**src/ismu_pkg.sv**
```systemverilog
package ismu_pkg;

    // Register indices on the device register port.
    localparam logic [2:0] REG_INT_FLAGS   = 3'h0;
    localparam logic [2:0] REG_INT_MASK    = 3'h1;
    localparam logic [2:0] REG_TEMP_INT    = 3'h2;
    localparam logic [2:0] REG_TEMP_REM1   = 3'h3;
    localparam logic [2:0] REG_TEMP_REM2   = 3'h4;
    localparam logic [2:0] REG_GPI_STAT_LO = 3'h5;
    localparam logic [2:0] REG_GPI_STAT_HI = 3'h6;

    localparam int ADDR_W    = 3;
    localparam int DATA_W    = 16;
    localparam int TEMP_W    = 12;
    localparam int TEMP_N    = 3;
    localparam int GPI_PORTS = 20;
    localparam int GPI_LO_N  = 16;
    localparam int GPI_HI_N  = 4;

    // Flag and mask bit positions, shared by the flag and mask registers.
    localparam int BIT_SWEEP_DONE   = 0;
    localparam int BIT_DATA_READY   = 1;
    localparam int BIT_DATA_MISSED  = 2;
    localparam int BIT_GPI_READY    = 3;
    localparam int BIT_GPI_MISSED   = 4;
    localparam int BIT_OVERCURRENT  = 5;
    localparam int BIT_TEMP_BASE    = 6;
    localparam int TEMP_FLAG_N      = 3;
    localparam int BIT_SUPPLY_MON   = 15;
    localparam int TFLAG_NEW        = 0;
    localparam int TFLAG_LOW        = 1;
    localparam int TFLAG_HIGH       = 2;

    localparam logic [15:0] MASK_RST = 16'hffff;

    // Edge-mode codes per GPI port.
    localparam logic [1:0] GPI_MODE_NONE = 2'h0;
    localparam logic [1:0] GPI_MODE_RISE = 2'h1;
    localparam logic [1:0] GPI_MODE_FALL = 2'h2;
    localparam logic [1:0] GPI_MODE_BOTH = 2'h3;

    // Sweep-end pulse: 100 ns at a 50 ns clock period.
    localparam int         CLK_PERIOD_NS   = 50;
    localparam int         SWEEP_PULSE_NS  = 100;
    localparam int         SWEEP_PULSE_INT = (SWEEP_PULSE_NS / CLK_PERIOD_NS < 1) ? 1
                                             : SWEEP_PULSE_NS / CLK_PERIOD_NS;
    localparam logic [2:0] SWEEP_PULSE_CYC = SWEEP_PULSE_INT[2:0];

    typedef enum logic [1:0] {
        GCLR_IDLE,
        GCLR_ARMED,
        GCLR_GOT_LO,
        GCLR_GOT_HI
    } ismu_gclr_e;

endpackage : ismu_pkg

```
**src/ismu_gpi_if.sv**
```systemverilog
`timescale 1ns/1ps
`default_nettype none

interface ismu_gpi_if #(
    parameter int N = 20
);
    logic [N-1:0]   level;
    logic [2*N-1:0] mode;
    logic [N-1:0]   event_hit;

    modport det (input level, input mode, output event_hit);
    modport ctl (output level, output mode, input event_hit);
endinterface : ismu_gpi_if

`default_nettype wire

```
**src/ismu_gpi_edge.sv**
```systemverilog
`timescale 1ns/1ps
`default_nettype none

module ismu_gpi_edge #(
    parameter int N = 20
) (
    input  wire logic sys_clk_i,
    input  wire logic arst_n_i,
    ismu_gpi_if.det   gpi
);

    logic [N-1:0] prev_q;
    logic         primed_q;

    // The first sample after reset only seeds the history, so a high pin is not seen as a rise.
    always_ff @(posedge sys_clk_i or negedge arst_n_i) begin
        if (!arst_n_i) begin
            prev_q   <= '0;
            primed_q <= 1'b0;
        end else begin
            prev_q   <= gpi.level;
            primed_q <= 1'b1;
        end
    end

    genvar g;
    generate
        for (g = 0; g < N; g++) begin : g_port
            logic rise;
            logic fall;
            logic [1:0] md;
            assign rise = primed_q && gpi.level[g] && !prev_q[g];
            assign fall = primed_q && !gpi.level[g] && prev_q[g];
            assign md   = gpi.mode[2*g +: 2];
            always_comb begin
                case (md)
                    ismu_pkg::GPI_MODE_NONE: gpi.event_hit[g] = 1'b0;
                    ismu_pkg::GPI_MODE_RISE: gpi.event_hit[g] = rise;
                    ismu_pkg::GPI_MODE_FALL: gpi.event_hit[g] = fall;
                    ismu_pkg::GPI_MODE_BOTH: gpi.event_hit[g] = rise || fall;
                    default:                 gpi.event_hit[g] = 1'b0;
                endcase
            end

        end
    endgenerate
endmodule : ismu_gpi_edge

`default_nettype wire

```
**src/ismu_top.sv**
```systemverilog
`timescale 1ns/1ps
`default_nettype none

// Overview of operation
// - Each of the three temperature results reads back as a 12-bit two's complement value in bits 11:0, 0.125 C per LSB.
// - A GPI port's status bit is set when the port sees the event its edge mode selects.
// - GPI status of ports 0-15 sits in bits 15:0 of the low register and ports 16-19 in bits 3:0 of the high one.
// - GPI status capture ignores the interrupt mask; the mask only gates the interrupt output.
// - GPI status clears only after a flag register read followed by reads of both GPI status registers.
// - A mask bit of 1 keeps its flag off the interrupt output and a 0 lets it through.
// - Mask bits 0, 1 and 2 gate the sweep-done, data-ready and data-missed flags.
// - In continuous-sweep mode every sweep end pulses the interrupt output low for 100 ns regardless of the flag.
// - Mask bit 3 gates the GPI event-ready flag and, while set, keeps mask bit 4 from being cleared.
// - Mask bit 4 can only be cleared while mask bit 3 is clear; a clear attempted otherwise is refused.
// - Mask bit 5 gates the driver overcurrent flag.
// - Temperature flag masks sit bitwise at 8:6, 11:9 and 14:12 for the internal and two remote sensors.
// - Mask bit 15 gates the supply monitor flag.
// - Each temperature triple sets bit 2 above high, bit 1 below low, bit 0 on a new reading; a flag read clears them.
// - The edge-mode code selects never, rising, falling or either edge for setting a port's status bit.
module ismu_top (
    input  wire logic                                          sys_clk_i,
    input  wire logic                                          arst_n_i,
    input  wire logic [ismu_pkg::ADDR_W-1:0]                   reg_addr_i,
    input  wire logic                                          reg_rd_i,
    input  wire logic                                          reg_wr_i,
    input  wire logic [ismu_pkg::DATA_W-1:0]                   reg_wdata_i,
    output logic      [ismu_pkg::DATA_W-1:0]                   reg_rdata_o,
    input  wire logic [ismu_pkg::TEMP_N-1:0]                   temp_valid_i,
    input  wire logic [ismu_pkg::TEMP_N-1:0][ismu_pkg::TEMP_W-1:0] temp_value_i,
    input  wire logic [ismu_pkg::TEMP_N-1:0][ismu_pkg::TEMP_W-1:0] temp_high_i,
    input  wire logic [ismu_pkg::TEMP_N-1:0][ismu_pkg::TEMP_W-1:0] temp_low_i,
    input  wire logic [ismu_pkg::GPI_PORTS-1:0]                gpi_level_i,
    input  wire logic [2*ismu_pkg::GPI_PORTS-1:0]              gpi_edge_mode_i,
    input  wire logic                                          sweep_done_i,
    input  wire logic                                          cont_sweep_i,
    input  wire logic                                          conv_data_ready_i,
    input  wire logic                                          conv_data_missed_i,
    input  wire logic                                          driver_overcurrent_i,
    input  wire logic                                          supply_monitor_i,
    output logic                                               irq_n_o
);

    localparam int NP = ismu_pkg::GPI_PORTS;

    logic [ismu_pkg::TEMP_N-1:0][ismu_pkg::TEMP_W-1:0] temp_q;
    logic [NP-1:0]                                     status_q;
    logic [15:0]                                       flags_q;
    logic [15:0]                                       mask_q;
    logic [15:0]                                       flag_set;
    logic [2:0]                                        pulse_cnt_q;
    ismu_pkg::ismu_gclr_e                              gclr_q;
    logic                                              rd_flags;
    logic                                              rd_lo;
    logic                                              rd_hi;
    logic                                              wr_mask;
    logic                                              gpi_clr;
    logic                                              irq_cause;

    ismu_gpi_if #(.N(NP)) gpi ();

    assign gpi.level = gpi_level_i;
    assign gpi.mode  = gpi_edge_mode_i;

    ismu_gpi_edge #(
        .N (NP)
    ) u_edge (
        .sys_clk_i (sys_clk_i),
        .arst_n_i  (arst_n_i),
        .gpi       (gpi)
    );

    function automatic logic addr_hit(input logic [ismu_pkg::ADDR_W-1:0] a,
                                      input logic [ismu_pkg::ADDR_W-1:0] idx);
        return a == idx;
    endfunction : addr_hit

    assign rd_flags = reg_rd_i && addr_hit(reg_addr_i, ismu_pkg::REG_INT_FLAGS);
    assign rd_lo    = reg_rd_i && addr_hit(reg_addr_i, ismu_pkg::REG_GPI_STAT_LO);
    assign rd_hi    = reg_rd_i && addr_hit(reg_addr_i, ismu_pkg::REG_GPI_STAT_HI);
    assign wr_mask  = reg_wr_i && addr_hit(reg_addr_i, ismu_pkg::REG_INT_MASK);

    // Temperature results are held until the engine delivers a new sample.
    always_ff @(posedge sys_clk_i or negedge arst_n_i) begin
        if (!arst_n_i) begin
            temp_q <= '0;
        end else begin
            for (int s = 0; s < ismu_pkg::TEMP_N; s++) begin
                if (temp_valid_i[s]) begin
                    temp_q[s] <= temp_value_i[s];
                end
            end
        end
    end

    // Sources of the flag register, one bit per interrupt cause.
    always_comb begin
        flag_set                            = '0;
        flag_set[ismu_pkg::BIT_SWEEP_DONE]  = sweep_done_i;
        flag_set[ismu_pkg::BIT_DATA_READY]  = conv_data_ready_i;
        flag_set[ismu_pkg::BIT_DATA_MISSED] = conv_data_missed_i;
        flag_set[ismu_pkg::BIT_GPI_READY]   = |gpi.event_hit;
        flag_set[ismu_pkg::BIT_GPI_MISSED]  = |(gpi.event_hit & status_q & ~{NP{gpi_clr}});
        flag_set[ismu_pkg::BIT_OVERCURRENT] = driver_overcurrent_i;
        flag_set[ismu_pkg::BIT_SUPPLY_MON]  = supply_monitor_i;
        for (int s = 0; s < ismu_pkg::TEMP_N; s++) begin
            if (temp_valid_i[s]) begin
                flag_set[ismu_pkg::BIT_TEMP_BASE + 3*s + ismu_pkg::TFLAG_NEW]  = 1'b1;
                flag_set[ismu_pkg::BIT_TEMP_BASE + 3*s + ismu_pkg::TFLAG_HIGH] =
                    $signed(temp_value_i[s]) > $signed(temp_high_i[s]);
                flag_set[ismu_pkg::BIT_TEMP_BASE + 3*s + ismu_pkg::TFLAG_LOW]  =
                    $signed(temp_value_i[s]) < $signed(temp_low_i[s]);
            end
        end
    end

    // A flag read clears every flag, but a cause arriving in that cycle still lands.
    always_ff @(posedge sys_clk_i or negedge arst_n_i) begin
        if (!arst_n_i) begin
            flags_q <= '0;
        end else begin
            flags_q <= (flags_q & ~{16{rd_flags}}) | flag_set;
        end
    end

    // Status capture is blind to the mask register.
    always_ff @(posedge sys_clk_i or negedge arst_n_i) begin
        if (!arst_n_i) begin
            status_q <= '0;
        end else begin
            status_q <= (status_q & ~{NP{gpi_clr}}) | gpi.event_hit;
        end
    end

    // Clear sequence: a flag read arms it, then both status registers must be read in either order.
    assign gpi_clr = (gclr_q == ismu_pkg::GCLR_GOT_LO && rd_hi) ||
                     (gclr_q == ismu_pkg::GCLR_GOT_HI && rd_lo);

    always_ff @(posedge sys_clk_i or negedge arst_n_i) begin
        if (!arst_n_i) begin
            gclr_q <= ismu_pkg::GCLR_IDLE;
        end else if (rd_flags) begin
            gclr_q <= ismu_pkg::GCLR_ARMED;
        end else begin
            case (gclr_q)
                ismu_pkg::GCLR_IDLE: begin
                    gclr_q <= ismu_pkg::GCLR_IDLE;
                end
                ismu_pkg::GCLR_ARMED: begin
                    if (rd_lo) begin
                        gclr_q <= ismu_pkg::GCLR_GOT_LO;
                    end else if (rd_hi) begin
                        gclr_q <= ismu_pkg::GCLR_GOT_HI;
                    end
                end
                ismu_pkg::GCLR_GOT_LO: begin
                    if (rd_hi) begin
                        gclr_q <= ismu_pkg::GCLR_IDLE;
                    end
                end
                ismu_pkg::GCLR_GOT_HI: begin
                    if (rd_lo) begin
                        gclr_q <= ismu_pkg::GCLR_IDLE;
                    end
                end
                default: begin
                    gclr_q <= ismu_pkg::GCLR_IDLE;
                end
            endcase
        end
    end

    // Mask register; the missed-event mask stays set while the ready mask is set.
    always_ff @(posedge sys_clk_i or negedge arst_n_i) begin
        if (!arst_n_i) begin
            mask_q <= ismu_pkg::MASK_RST;
        end else if (wr_mask) begin
            mask_q <= reg_wdata_i;
            if (mask_q[ismu_pkg::BIT_GPI_READY]) begin
                mask_q[ismu_pkg::BIT_GPI_MISSED] <= mask_q[ismu_pkg::BIT_GPI_MISSED]
                                                    | reg_wdata_i[ismu_pkg::BIT_GPI_MISSED];
            end
        end
    end

    // Sweep-end pulse counter, independent of the sweep-done flag.
    always_ff @(posedge sys_clk_i or negedge arst_n_i) begin
        if (!arst_n_i) begin
            pulse_cnt_q <= '0;
        end else if (sweep_done_i && cont_sweep_i) begin
            pulse_cnt_q <= ismu_pkg::SWEEP_PULSE_CYC;
        end else if (pulse_cnt_q != '0) begin
            pulse_cnt_q <= pulse_cnt_q - 3'h1;
        end
    end

    assign irq_cause = |(flags_q & ~mask_q);

    always_ff @(posedge sys_clk_i or negedge arst_n_i) begin
        if (!arst_n_i) begin
            irq_n_o <= 1'b1;
        end else begin
            irq_n_o <= !(irq_cause || pulse_cnt_q != '0);
        end
    end

    // Read data returns one cycle after the read strobe; unused indices read zero.
    always_ff @(posedge sys_clk_i or negedge arst_n_i) begin
        if (!arst_n_i) begin
            reg_rdata_o <= '0;
        end else if (reg_rd_i) begin
            case (reg_addr_i)
                ismu_pkg::REG_INT_FLAGS:   reg_rdata_o <= flags_q;
                ismu_pkg::REG_INT_MASK:    reg_rdata_o <= mask_q;
                ismu_pkg::REG_TEMP_INT:    reg_rdata_o <= {4'h0, temp_q[0]};
                ismu_pkg::REG_TEMP_REM1:   reg_rdata_o <= {4'h0, temp_q[1]};
                ismu_pkg::REG_TEMP_REM2:   reg_rdata_o <= {4'h0, temp_q[2]};
                ismu_pkg::REG_GPI_STAT_LO: reg_rdata_o <= status_q[ismu_pkg::GPI_LO_N-1:0];
                ismu_pkg::REG_GPI_STAT_HI: reg_rdata_o <= {12'h000, status_q[NP-1:ismu_pkg::GPI_LO_N]};
                default:                   reg_rdata_o <= '0;
            endcase
        end
    end
endmodule : ismu_top

`default_nettype wire

```
**config.mk**
```make
export PLATFORM = sky130hd
export DESIGN_NAME = ismu_top
export DESIGN_NICKNAME = d
export VERILOG_FILES = /design/src/ismu_pkg.sv /design/src/ismu_gpi_if.sv /design/src/ismu_gpi_edge.sv /design/src/ismu_top.sv
export SDC_FILE = /design/constraint.sdc
export NUM_CORES = 1
export LEC_CHECK = 0
export BUFFER_PORTS_ARGS = -buffer_cell sky130_fd_sc_hd__buf_2
export CORE_MARGIN = 2
export CORE_UTILIZATION = 50
export DETAILED_ROUTE_END_ITERATION = 8
export GPL_ROUTABILITY_DRIVEN = 0
export PLACE_DENSITY = 0.77
export SETUP_SLACK_MARGIN = 0.15
export SKIP_LAST_GASP = 1
export SLEW_MARGIN = 10
export SYNTH_ARGS = -nofsm -noshare
export SYNTH_HDL_FRONTEND = slang
export SYNTH_SLANG_ARGS = --single-unit
```
**constraint.sdc**
```tcl
create_clock -name sys_clk_i -period 2.3 [get_ports sys_clk_i]
set_clock_uncertainty 0.2 [all_clocks]
set_input_delay 0.345 -clock sys_clk_i [delete_from_list [all_inputs] [get_ports sys_clk_i]]
set_output_delay 0.345 -clock sys_clk_i [all_outputs]
set_load 0.005 [all_outputs]
```
==> impl_metrics.tcl, run 1 <==
set metrics [dict create \
    status "completed" \
    post_cts_buffers 0 \
    core.rowCount 45 \
    die_area_mm2 0.01675 \
    fillers 1190 \
    via_per_inst 5.419 \
    drv_slew 0 \
    grt_overflow 0 \
    die_w_um 129.4 \
    nets 1341 \
    rsz0062_at_grt "true" \
    multiInputGateArea_mm2 0.004046 \
    synth_fa_ha_area_share_pct 11.29 \
    synth_top_family_by_area "compound AO/OA/AOI/OAI gates" \
    reg2reg_from "pulse_cnt_q[0]" \
    holdPathEnd "temp_q[5]" \
    path_max_fanout 3 \
    max_stage_delay_ns 0.53 \
    drc_errors 0 \
    cts_tree "done" \
    placed_area_mm2 0.009216 \
    cts-root-buf "clkbuf_16" \
    holdPathStages 2 \
    synth-edff-count 0 \
    crit_chain "dlygate4sd3_1 > buf_2 > ha_1 > nand4_1 > nor2_2 > nand2_1 > o21ai_2 > mux2i_1 > o21ai_0" \
    antenna_found_initial 1 \
    worst_ep_arrival_time_ns 2.20 \
    ir_drop_v 0.0005301 \
    power.leakage_nw 5.230 \
    r2r_slack_ns 0.26 \
    max_slew_margin_pct 63.54 \
    register_area_mm2 0.003299 \
    finalSetupViolCount 0 \
    syn_area_mm2 0.007866 \
    first_pass_iters 7 \
    area_delta_synth_final_pct 33.21 \
    yosys.area_share.simple_pct 11.85 \
    critPathKind "input pin to flop" \
    synthTopCellsByArea "dfrtp_1 (36%), ha_1 (11%), mux2_2 (6.3%)" \
    synth_top_flop_cell "dfrtp_1" \
    critical_path.slowest_cell "dlygate4sd3_1" \
    yosys_warnings 0 \
    required_ns 2.40 \
    wl_met2_mm 10.30 \
    tightest_slew_ns 0.5411 \
    initial_core_util_pct 51.36 \
    ys_types 59 \
    drtIter0Drc 573 \
    die_h_um 129.4 \
    reg2reg_to "irq_n_o" \
    fin_crit_sh_pct 91.61 \
    power.density_mw_per_mm2 686.5 \
    grt_max_degree 50 \
    worstSkewPairLatency_ns 0.42 \
    max_freq_mhz 474.6 \
    hpwl_mm 16.29 \
    cts_buffers 17 \
    grt_pass1_vias 6900 \
    cts.sinks 131 \
    ys_ff_latch 131 \
    syn_nets 1058 \
    synth-compound-area-share_pct 16.40 \
    top_layer "met5" \
    startpoint_type "input pin" \
    cts.clk_slew.worst_paths_ns 0.06 \
    syn_inst 787 \
    htreeDepth 4 \
    yosys-mux-area-fraction_pct 11.20 \
    via_count 7012 \
    groute.usage.overall_pct 26.57 \
    design_area_mm2 0.01048 \
    coreArea_mm2 0.01531 \
    finalCriticalPeriod_ns 2.107 \
    max-cap-violations 0 \
    tns_ns 0 \
    layout_common_cells "buf_2 (215), dfrtp_1 (114), inv_1 (104)" \
    clock_path_buffers 2 \
    drive_above_1_share_pct 32.13 \
    end_kind "flop" \
    hold_violations 0 \
    final_common_cell "buf_2" \
    synth-seq-area-share_pct 41.94 \
    num_antenna_cells 0 \
    yosys.area.top_type "dfrtp_1" \
    hp-start "temp_value_i[5]" \
    port_buffers 216 \
    ios 217 \
    postRouteAntennaNets 0 \
    synthArstFlopShare_pct 100.0 \
    synthXorXnorAreaFrac_pct 0.1113 \
    hp-class "input pin to flop" \
    drt-met1-wl_mm 9.418 \
    wl_mm 21.69 \
    r2r_cells 7 \
    wl_met3_mm 1.514 \
    syn_area_per_cell_um2 9.995 \
    grt_pass1_wl_mm 34.16 \
    synth.top_cell.area_share_pct 36.27 \
    wl_per_cell_um 16.76 \
]
-- worst max path at each step --
| stage | end | slack (ns) | cells past startpoint | start |
|---|---|---|---|---|
| finish | flags_q[8] | 0.19 | 9 | temp_value_i[10] |
| global route | flags_q[4] | 0.1 | 7 | u_edge.prev_q[2] |
| CTS | flags_q[4] | 0.15 | 9 | gpi_level_i[10] |
| detailed placement | flags_q[14] | 0.12 | 8 | temp_value_i[25] |
| floorplan | flags_q[14] | 0.34 | 8 | temp_high_i[25] |
| global placement | flags_q[14] | 0.16 | 8 | temp_value_i[25] |
-- metal layers --
metal | vias to the layer above | GRT usage, %
li1 | 3382 | -
met1 | 3310 | 35.83
met2 | 286 | 43.03
met3 | 32 | 5.244
met4 | 2 | 9.488
met5 | - | 0
-- cell usage after synthesis (3+ instances only) --
master / n
dfrtp_1: 114
buf_6: 5
nand2_1: 73
nand2b_1: 7
and3_1: 3
nor2_1: 17
nand4_1: 11
nand4b_1: 5
nand3_1: 13
ha_1: 71
o211ai_1: 9
mux4_2: 4
a21o_1: 26
a2111oi_0: 4
a21oi_1: 38
a22o_1: 19
mux2_4: 3
mux2_2: 44
buf_1: 3
clkbuf_1: 11
o21ai_0: 51
a211o_1: 3
nor3_1: 3
nor4_1: 3
buf_2: 10
a211oi_1: 3
nand3b_1: 22
dfstp_2: 17
inv_1: 104
nor2b_1: 7
mux2i_1: 25
a222oi_1: 4
a22oi_1: 5
o22ai_1: 17
-- per-stage QoR --
stage | worst slack (ns) | hold WS (ns) | total power (W) | std cells | util, %
2_1_floorplan | 0.3382 | -0.1506 | 0.003704 | 787 | -
3_3_place_gp | 0.1623 | 0.06576 | 0.004266 | 1201 | 60.18
3_5_place_dp | 0.1177 | 0.06665 | 0.004312 | 1201 | 60.18
4_1_cts | 0.1520 | 0.0004800 | 0.007192 | 1293 | 68.08
5_1_grt | 0.09627 | 0.004752 | 0.007555 | 1294 | 68.42
6_report | 0.1930 | 0.01310 | 0.007194 | 1294 | 68.42
-- critical path, delay by kind of cell --
kind            cells  cell delay (ns)
buf+inv             2             0.67
compound gates      2             0.25
simple gates        3             0.40
mux                 1             0.22
fa+ha+maj           1             0.31
-- sequential cells by signal (all words and copies together) (netlist names) --
signal / count
flags_q: 16
gclr_q: 2
irq_n_o: 1
mask_q: 16
pulse_cnt_q: 3
reg_rdata_o: 16
status_q: 20
temp_q: 36
u_edge.prev_q: 20
u_edge.primed_q: 1
-- logic make-up (layout without fill, tap and decap cells) --
logic type	after synthesis	count (layout)
compound gates	196	196
simple gates	176	176
buf+inv	135	431
flops	131	131
mux	76	76
fa+ha+maj	71	71
other cells	1	1
xor+xnor	1	1
-- report_power, final --
| group | switching [W] | internal [W] | leakage [nW] | total (W) |
|---|---|---|---|---|
| clock network | 0.00105 | 0.00171 | 0.278 | 0.00276 |
| registers | 0.000265 | 0.00266 | 1.45 | 0.00292 |
| logic | 0.000729 | 0.000782 | 3.50 | 0.00151 |
-- area by class of cell --
class	instances	share of cell area, %
Timing Repair Buffer	294	17.78
Sequential cell	131	31.49
Clock inverter	15	1.755
Multi-Input combinational cell	521	38.61
Clock buffer	17	4.060
Tap cell	211	2.519
Inverter	105	3.785
-- repair_timing --
action / in CTS / in global routing
endpoints found under the setup margin: 0 / 7
gates resized for setup: 0 / 15
hold buffers: 60 / 1
hold endpoints to repair: 179 / 1
Power figures use the tool's default switching activity.
==> run 2, diff against run 1 <==
- CELL_PAD_IN_SITES_DETAIL_PLACEMENT: not set -> 1
- CELL_PAD_IN_SITES_GLOBAL_PLACEMENT: not set -> 1
- CORE_UTILIZATION: 50 -> 40
- PLACE_DENSITY: 0.77 -> not set
- PLACE_DENSITY_LB_ADDON: not set -> 0.1
- TNS_END_PERCENT: not set -> 20
==> impl_metrics.tcl, run 2 (synthesis gave the netlist of run 1 again) <==
set metrics [dict create \
    drtIter0Drc 325 \
    pwr-share-clk_pct 36.6 \
    tns_ns 0 \
    largest_registers "temp_q (36), status_q (20), u_edge.prev_q (20)" \
    cts-root-buf "clkbuf_16" \
    worstSkewPairLatency_ns 0.43 \
    power.leakage_nw 5.222 \
    hpwl_mm 19.57 \
    ios 217 \
    grt_max_degree 45 \
    port_buffers 216 \
    layout_common_cells "buf_2 (215), dfrtp_1 (114), inv_1 (104)" \
    post_cts_buffers 0 \
    antenna_found_initial 1 \
    finalCriticalPeriod_ns 2.138 \
    max_freq_mhz 467.7 \
    fin_crit_sh_pct 92.96 \
    cts.sinks 131 \
    initial_core_util_pct 40.55 \
    cts_buffers 17 \
    critPathKind "input pin to flop" \
    status "completed" \
    drive_above_1_share_pct 31.91 \
    die_h_um 144.2 \
    cts.clk_slew.worst_paths_ns 0.05 \
    via_count 7022 \
    final_common_cell "buf_2" \
    power_switching_share_pct 29.06 \
    intPower_w 0.004996 \
    grt_overflow 0 \
    layout_setup_ws_ns 0.1619 \
    r2r_cells 5 \
    hold_slack_ns 0.01520 \
    max_slew_margin_pct 56.59 \
    wl_mm 25.12 \
    pre_cts_slack_ns 0.1131 \
    pwr-share-comb_pct 21.8 \
    startpoint_type "input pin" \
    met3_usage_pct 6.026 \
    wl_per_cell_um 18.67 \
    drc_errors 0 \
    coreArea_mm2 0.01940 \
    core.rowCount 51 \
    finalSetupViolCount 0 \
    power.density_mw_per_mm2 672.2 \
    worst_ep_arrival_time_ns 2.25 \
    nets 1339 \
    finalCoreUtilization_pct 54.01 \
    power_w 0.007043 \
    fillers 2302 \
    clock_path_buffers 2 \
    pwr-share-seq_pct 41.7 \
    grt_pass1_wl_mm 39.34 \
    holdPathStages 2 \
    num_antenna_cells 0 \
    end_kind "flop" \
    groute.usage.overall_pct 24.93 \
    cts_tree "done" \
    grt_pass1_vias 7381 \
    tightest_slew_ns 0.6444 \
    largest_reg_flops 36 \
    die_area_mm2 0.02080 \
    largest_register "temp_q" \
    ir_drop_v 0.0005775 \
    area_delta_synth_final_pct 33.19 \
    globalRoute.busiestLayer "met2" \
    htreeDepth 4 \
    required_ns 2.41 \
    first_pass_iters 4 \
    hp-class "input pin to flop" \
    max-cap-violations 0 \
    via_per_inst 5.217 \
    hold_violations 0 \
    postRouteAntennaNets 0 \
    switching_power_w 0.002047 \
    path_max_fanout 3 \
    use_met1_pct 34.47 \
    met2_usage_pct 39.62 \
    drv_slew 0 \
    rsz0062_at_grt "true" \
    die_w_um 144.2 \
]
## run 2: area by class of cell
| class | count | area, µm² | share of cell area, % |
|---|---|---|---|
| Tap cell | 265 | 331.6 | 3.165 |
| Timing Repair Buffer | 292 | 1861 | 17.76 |
| Clock buffer | 22 | 474.2 | 4.526 |
| Multi-Input combinational cell | 521 | 4033 | 38.49 |
| Clock inverter | 10 | 82.58 | 0.7882 |
| Sequential cell | 131 | 3299 | 31.49 |
| Inverter | 105 | 396.6 | 3.786 |
## run 2: through the flow
| stage | cells | cell area, µm² |
|---|---|---|
| after floorplan | 787 | 7866 |
| after global placement | 1258 | 9331 |
| after detailed placement | 1258 | 9331 |
| after CTS | 1346 | 10450 |
| after global routing | 1346 | 10480 |
| final | 1346 | 10480 |
## run 2: final timing paths
| check | from | to | slack (ns) |
|---|---|---|---|
| setup / recovery | temp_value_i[26] | flags_q[14] | 0.16 |
| hold / removal | temp_value_i[7] | temp_q[7] | 0.02 |
| setup reg to reg | u_edge.prev_q[17] | flags_q[3] | 0.33 |
| hold reg to reg | status_q[14] | status_q[14] | 0.30 |
| max in group asynchronous | arst_n_i | mask_q[11] | 0.98 |
| min in group asynchronous | arst_n_i | u_edge.prev_q[12] | 0.23 |
## run 2: layer usage
metal | vias up | wire length [µm] | part of all wire [%]
met5 | - | 7 | 0.028
met4 | 2 | 308 | 1.2
met3 | 22 | 1415 | 5.6
met2 | 208 | 11490 | 46
met1 | 3424 | 11910 | 47
li1 | 3366 | - | -
## run 2: timing repair
action,4_1_cts,5_1_grt
hold endpoints to repair,97,0
setup endpoints to repair,0,4
hold buffers,56,0
gates resized for setup,0,8
## run 2: worst max-delay path, stage by stage
cell and delay (ns):
dlygate4sd3_1 0.53, buf_2 0.14, ha_1 0.31, o211ai_1 0.12, a21oi_2 0.09, a311oi_2 0.26
o2111ai_2 0.16, a32o_1 0.27
## run 2: power groups by stage
stage,sequential [W],clock (W),combinational [W]
after detailed placement,0.00296,0,0.00143
final,0.00294,0.00258,0.00153
after global placement,0.00296,0,0.00138
after global routing,0.00297,0.00270,0.00173
after CTS,0.00293,0.00262,0.00153
after floorplan,0.00284,0,0.000862
==> run 3, diff against run 2 <==
- ABC_AREA: not set -> 1
- CORE_UTILIZATION: 40 -> 38
- MAX_ROUTING_LAYER: not set -> met4
- SLEW_MARGIN: 10 -> not set
==> impl_metrics.tcl, run 3 <==
set metrics [dict create \
    status "finished with violations" \
    violations "hold timing" \
    holdPathEnd "temp_q[6]" \
    synth-edff-count 0 \
    antenna_found_initial 0 \
    pwr-share-seq_pct 40.3 \
    synth_most_common_cell "nand2_1" \
    synth.top_cell.area_share_pct 36.49 \
    critical_path.slowest_cell "dlygate4sd3_1" \
    core.rowCount 52 \
    critical_path_buf_inv_count 2 \
    htreeDepth 4 \
    synthTopCellsByArea "dfrtp_1 (36%), ha_1 (11%), nand2_1 (10%)" \
    required_ns 2.41 \
    reg2reg_to "flags_q[4]" \
    clock_path_buffers 2 \
    drtIter0Drc 270 \
    initial_core_util_pct 38.64 \
    crit_cells 10 \
    first_pass_iters 4 \
    syn_nets 1258 \
    layout_common_cells "buf_2 (215), nand2_1 (209), inv_1 (198)" \
    end_kind "flop" \
    power.density_mw_per_mm2 674.2 \
    switching_power_w 0.002075 \
    startpoint_type "input pin" \
    synth_top_flop_cell "dfrtp_1" \
    holdPathStages 3 \
    hp-class "input pin to flop" \
    hp-start "temp_value_i[6]" \
    drv_slew 0 \
    intPower_w 0.004944 \
    tns_ns 0 \
    power.leakage_nw 5.796 \
    synthArstFlopShare_pct 100.0 \
    cts_buffers 17 \
    syn_area_mm2 0.007819 \
    ys_ff_latch 131 \
    synth-seq-area-share_pct 42.20 \
    groute.usage.overall_pct 24.66 \
    drive_above_1_share_pct 23.63 \
    postRouteAntennaNets 0 \
    drc_errors 0 \
    area_delta_synth_final_pct 33.16 \
    nets 1540 \
    via_per_inst 4.932 \
    hold_slack_ns -0.0002168 \
    grt_overflow 0 \
    largest_register "temp_q" \
    grt_max_degree 50 \
    synth_common_cells "nand2_1 (209), inv_1 (198), dfrtp_1 (114)" \
    cp_common_cell "nand2_1" \
    num_antenna_cells 0 \
    grt_pass1_wl_mm 40.89 \
    crit_family "buffers and inverters" \
    tightest_slew_ns 0.5648 \
    max_freq_mhz 511.1 \
    critPathKind "input pin to flop" \
    via_count 7655 \
    grt_pass1_vias 8251 \
    yosys.area.top_type "dfrtp_1" \
    yosys_warnings 0 \
    cts_tree "done" \
    r2r_slack_ns 0.56 \
    finalSetupViolCount 0 \
    largest_registers "temp_q (36), status_q (20), u_edge.prev_q (20)" \
    pwr-share-clk_pct 38.9 \
    crit_chain "dlygate4sd3_1 > buf_2 > ha_1 > a21oi_1 > o21ai_0 > nand2_1 > nand2_1 > nand2_1 > nand3_1 > nand2_1" \
    wl_mm 24.96 \
    coreArea_mm2 0.02023 \
    finalCriticalPeriod_ns 1.957 \
    port_buffers 216 \
    ir_drop_v 0.0003246 \
    finalCoreUtilization_pct 51.45 \
    power_switching_share_pct 29.56 \
    cts_resized 0 \
    fin_crit_sh_pct 85.08 \
    cts-root-buf "clkbuf_16" \
    final_common_cell "buf_2" \
    max_slew_margin_pct 62.21 \
    worstSkewPairLatency_ns 0.42 \
    reg2reg_from "gclr_q[0]" \
    max-cap-violations 0 \
    syn_inst 987 \
    path_max_fanout 3 \
    die_w_um 147.4 \
    die_area_mm2 0.02174 \
    pwr-share-comb_pct 20.8 \
    hold_violations 1 \
    wl_per_cell_um 16.08 \
    worst_ep_arrival_time_ns 2.07 \
    ys_types 36 \
    largest_reg_flops 36 \
    r2r_cells 8 \
    cts.clk_slew.worst_paths_ns 0.06 \
    rsz0062_at_grt "false" \
    die_h_um 147.4 \
    ios 217 \
    cts.sinks 131 \
    max_stage_delay_ns 0.54 \
    syn_area_per_cell_um2 7.922 \
    hpwl_mm 19.60 \
]
run 3: cell types whose count changed in the layout (fill, tap and decap cells not counted), sizes merged, moves of 15 or more:
| cell | delta |
|---|---|
| nor2 | +44 |
| a21oi | +27 |
| o221ai | +15 |
| a22o | -19 |
| mux2 | -27 |
| nand2 | +138 |
| o21ai | +43 |
| mux2i | -25 |
| nand3 | +23 |
| inv | +97 |
| nand3b | -18 |
| a21o | -22 |
run 3: worst max-delay path by stage:
stage | start | endpoint | slack [ns]
after floorplan | temp_high_i[35] | flags_q[14] | 0.64
after global placement | temp_value_i[23] | flags_q[11] | 0.37
after detailed placement | temp_value_i[35] | flags_q[14] | 0.32
after CTS | temp_value_i[25] | flags_q[13] | 0.31
after global routing | temp_value_i[10] | flags_q[8] | 0.19
final | temp_value_i[25] | flags_q[13] | 0.34
run 3: kinds of logic (layout without fill, tap and decap cells):
family | Yosys count | after routing | share of synthesized area, %
AOI/OAI and AO/OA | 208 | 208 | 15.04
buffers and inverters | 221 | 516 | 10.72
muxes | 20 | 20 | 2.880
DFF | 131 | 131 | 42.20
xor gates and xnor gates | 1 | 1 | 0.1120
adders and majority gates | 71 | 71 | 11.36
and+or+nand+nor | 334 | 334 | 17.63
other | 1 | 1 | 0.04796
run 3: layout make-up:
class	instances	area (µm²)
clock buffers	20	466.7
clock inverters	12	131.4
fillers	2564	9823
inverters	203	762.0
multi-input cells	635	3681
flip-flops and latches	131	3299
well taps	270	337.8
repair buffers	281	1733
run 3: metal layers:
metal,track usage (%),routed length (µm),vias to the layer above
li1,-,-,3772
met1,28.68,10620,3665
met2,43.69,12760,176
met3,4.043,1019,42
met4,7.837,561,0
met5,-,0,-
run 3: tightest hold or removal path, cell delays in order:
cell     delay [ns]
buf_2          0.12
nand2_1        0.05
o21ai_0        0.07
run 3: what timing repair did:
action	CTS	global route
buffers inserted	0	0
setup endpoints to repair	0	0
hold buffers	53	0
endpoints found under the hold margin	88	0
run 3: metrics by stage:
step / worst slack (ns) / power [W] / hold WS (ns) / area (µm²) / instances
2_1_floorplan: 0.6408 / 0.003589 / -0.1506 / 7819 / 987
3_3_place_gp: 0.3695 / 0.004203 / 0.09065 / 9283 / 1467
3_5_place_dp: 0.3196 / 0.004262 / 0.09141 / 9283 / 1467
4_1_cts: 0.3127 / 0.007071 / 0.0003699 / 10410 / 1552
5_1_grt: 0.1924 / 0.007402 / 0.01226 / 10410 / 1552
6_report: 0.3433 / 0.007019 / -0.0002168 / 10410 / 1552
run 3: power by group through the flow:
stage / Sequential [W] / Clock (W) / Combinational [W]
finish: 0.00283 / 0.00273 / 0.00146
global route: 0.00286 / 0.00287 / 0.00168
CTS: 0.00283 / 0.00277 / 0.00148
detailed placement: 0.00286 / 0 / 0.00140
global placement: 0.00285 / 0 / 0.00136
floorplan: 0.00279 / 0 / 0.000798
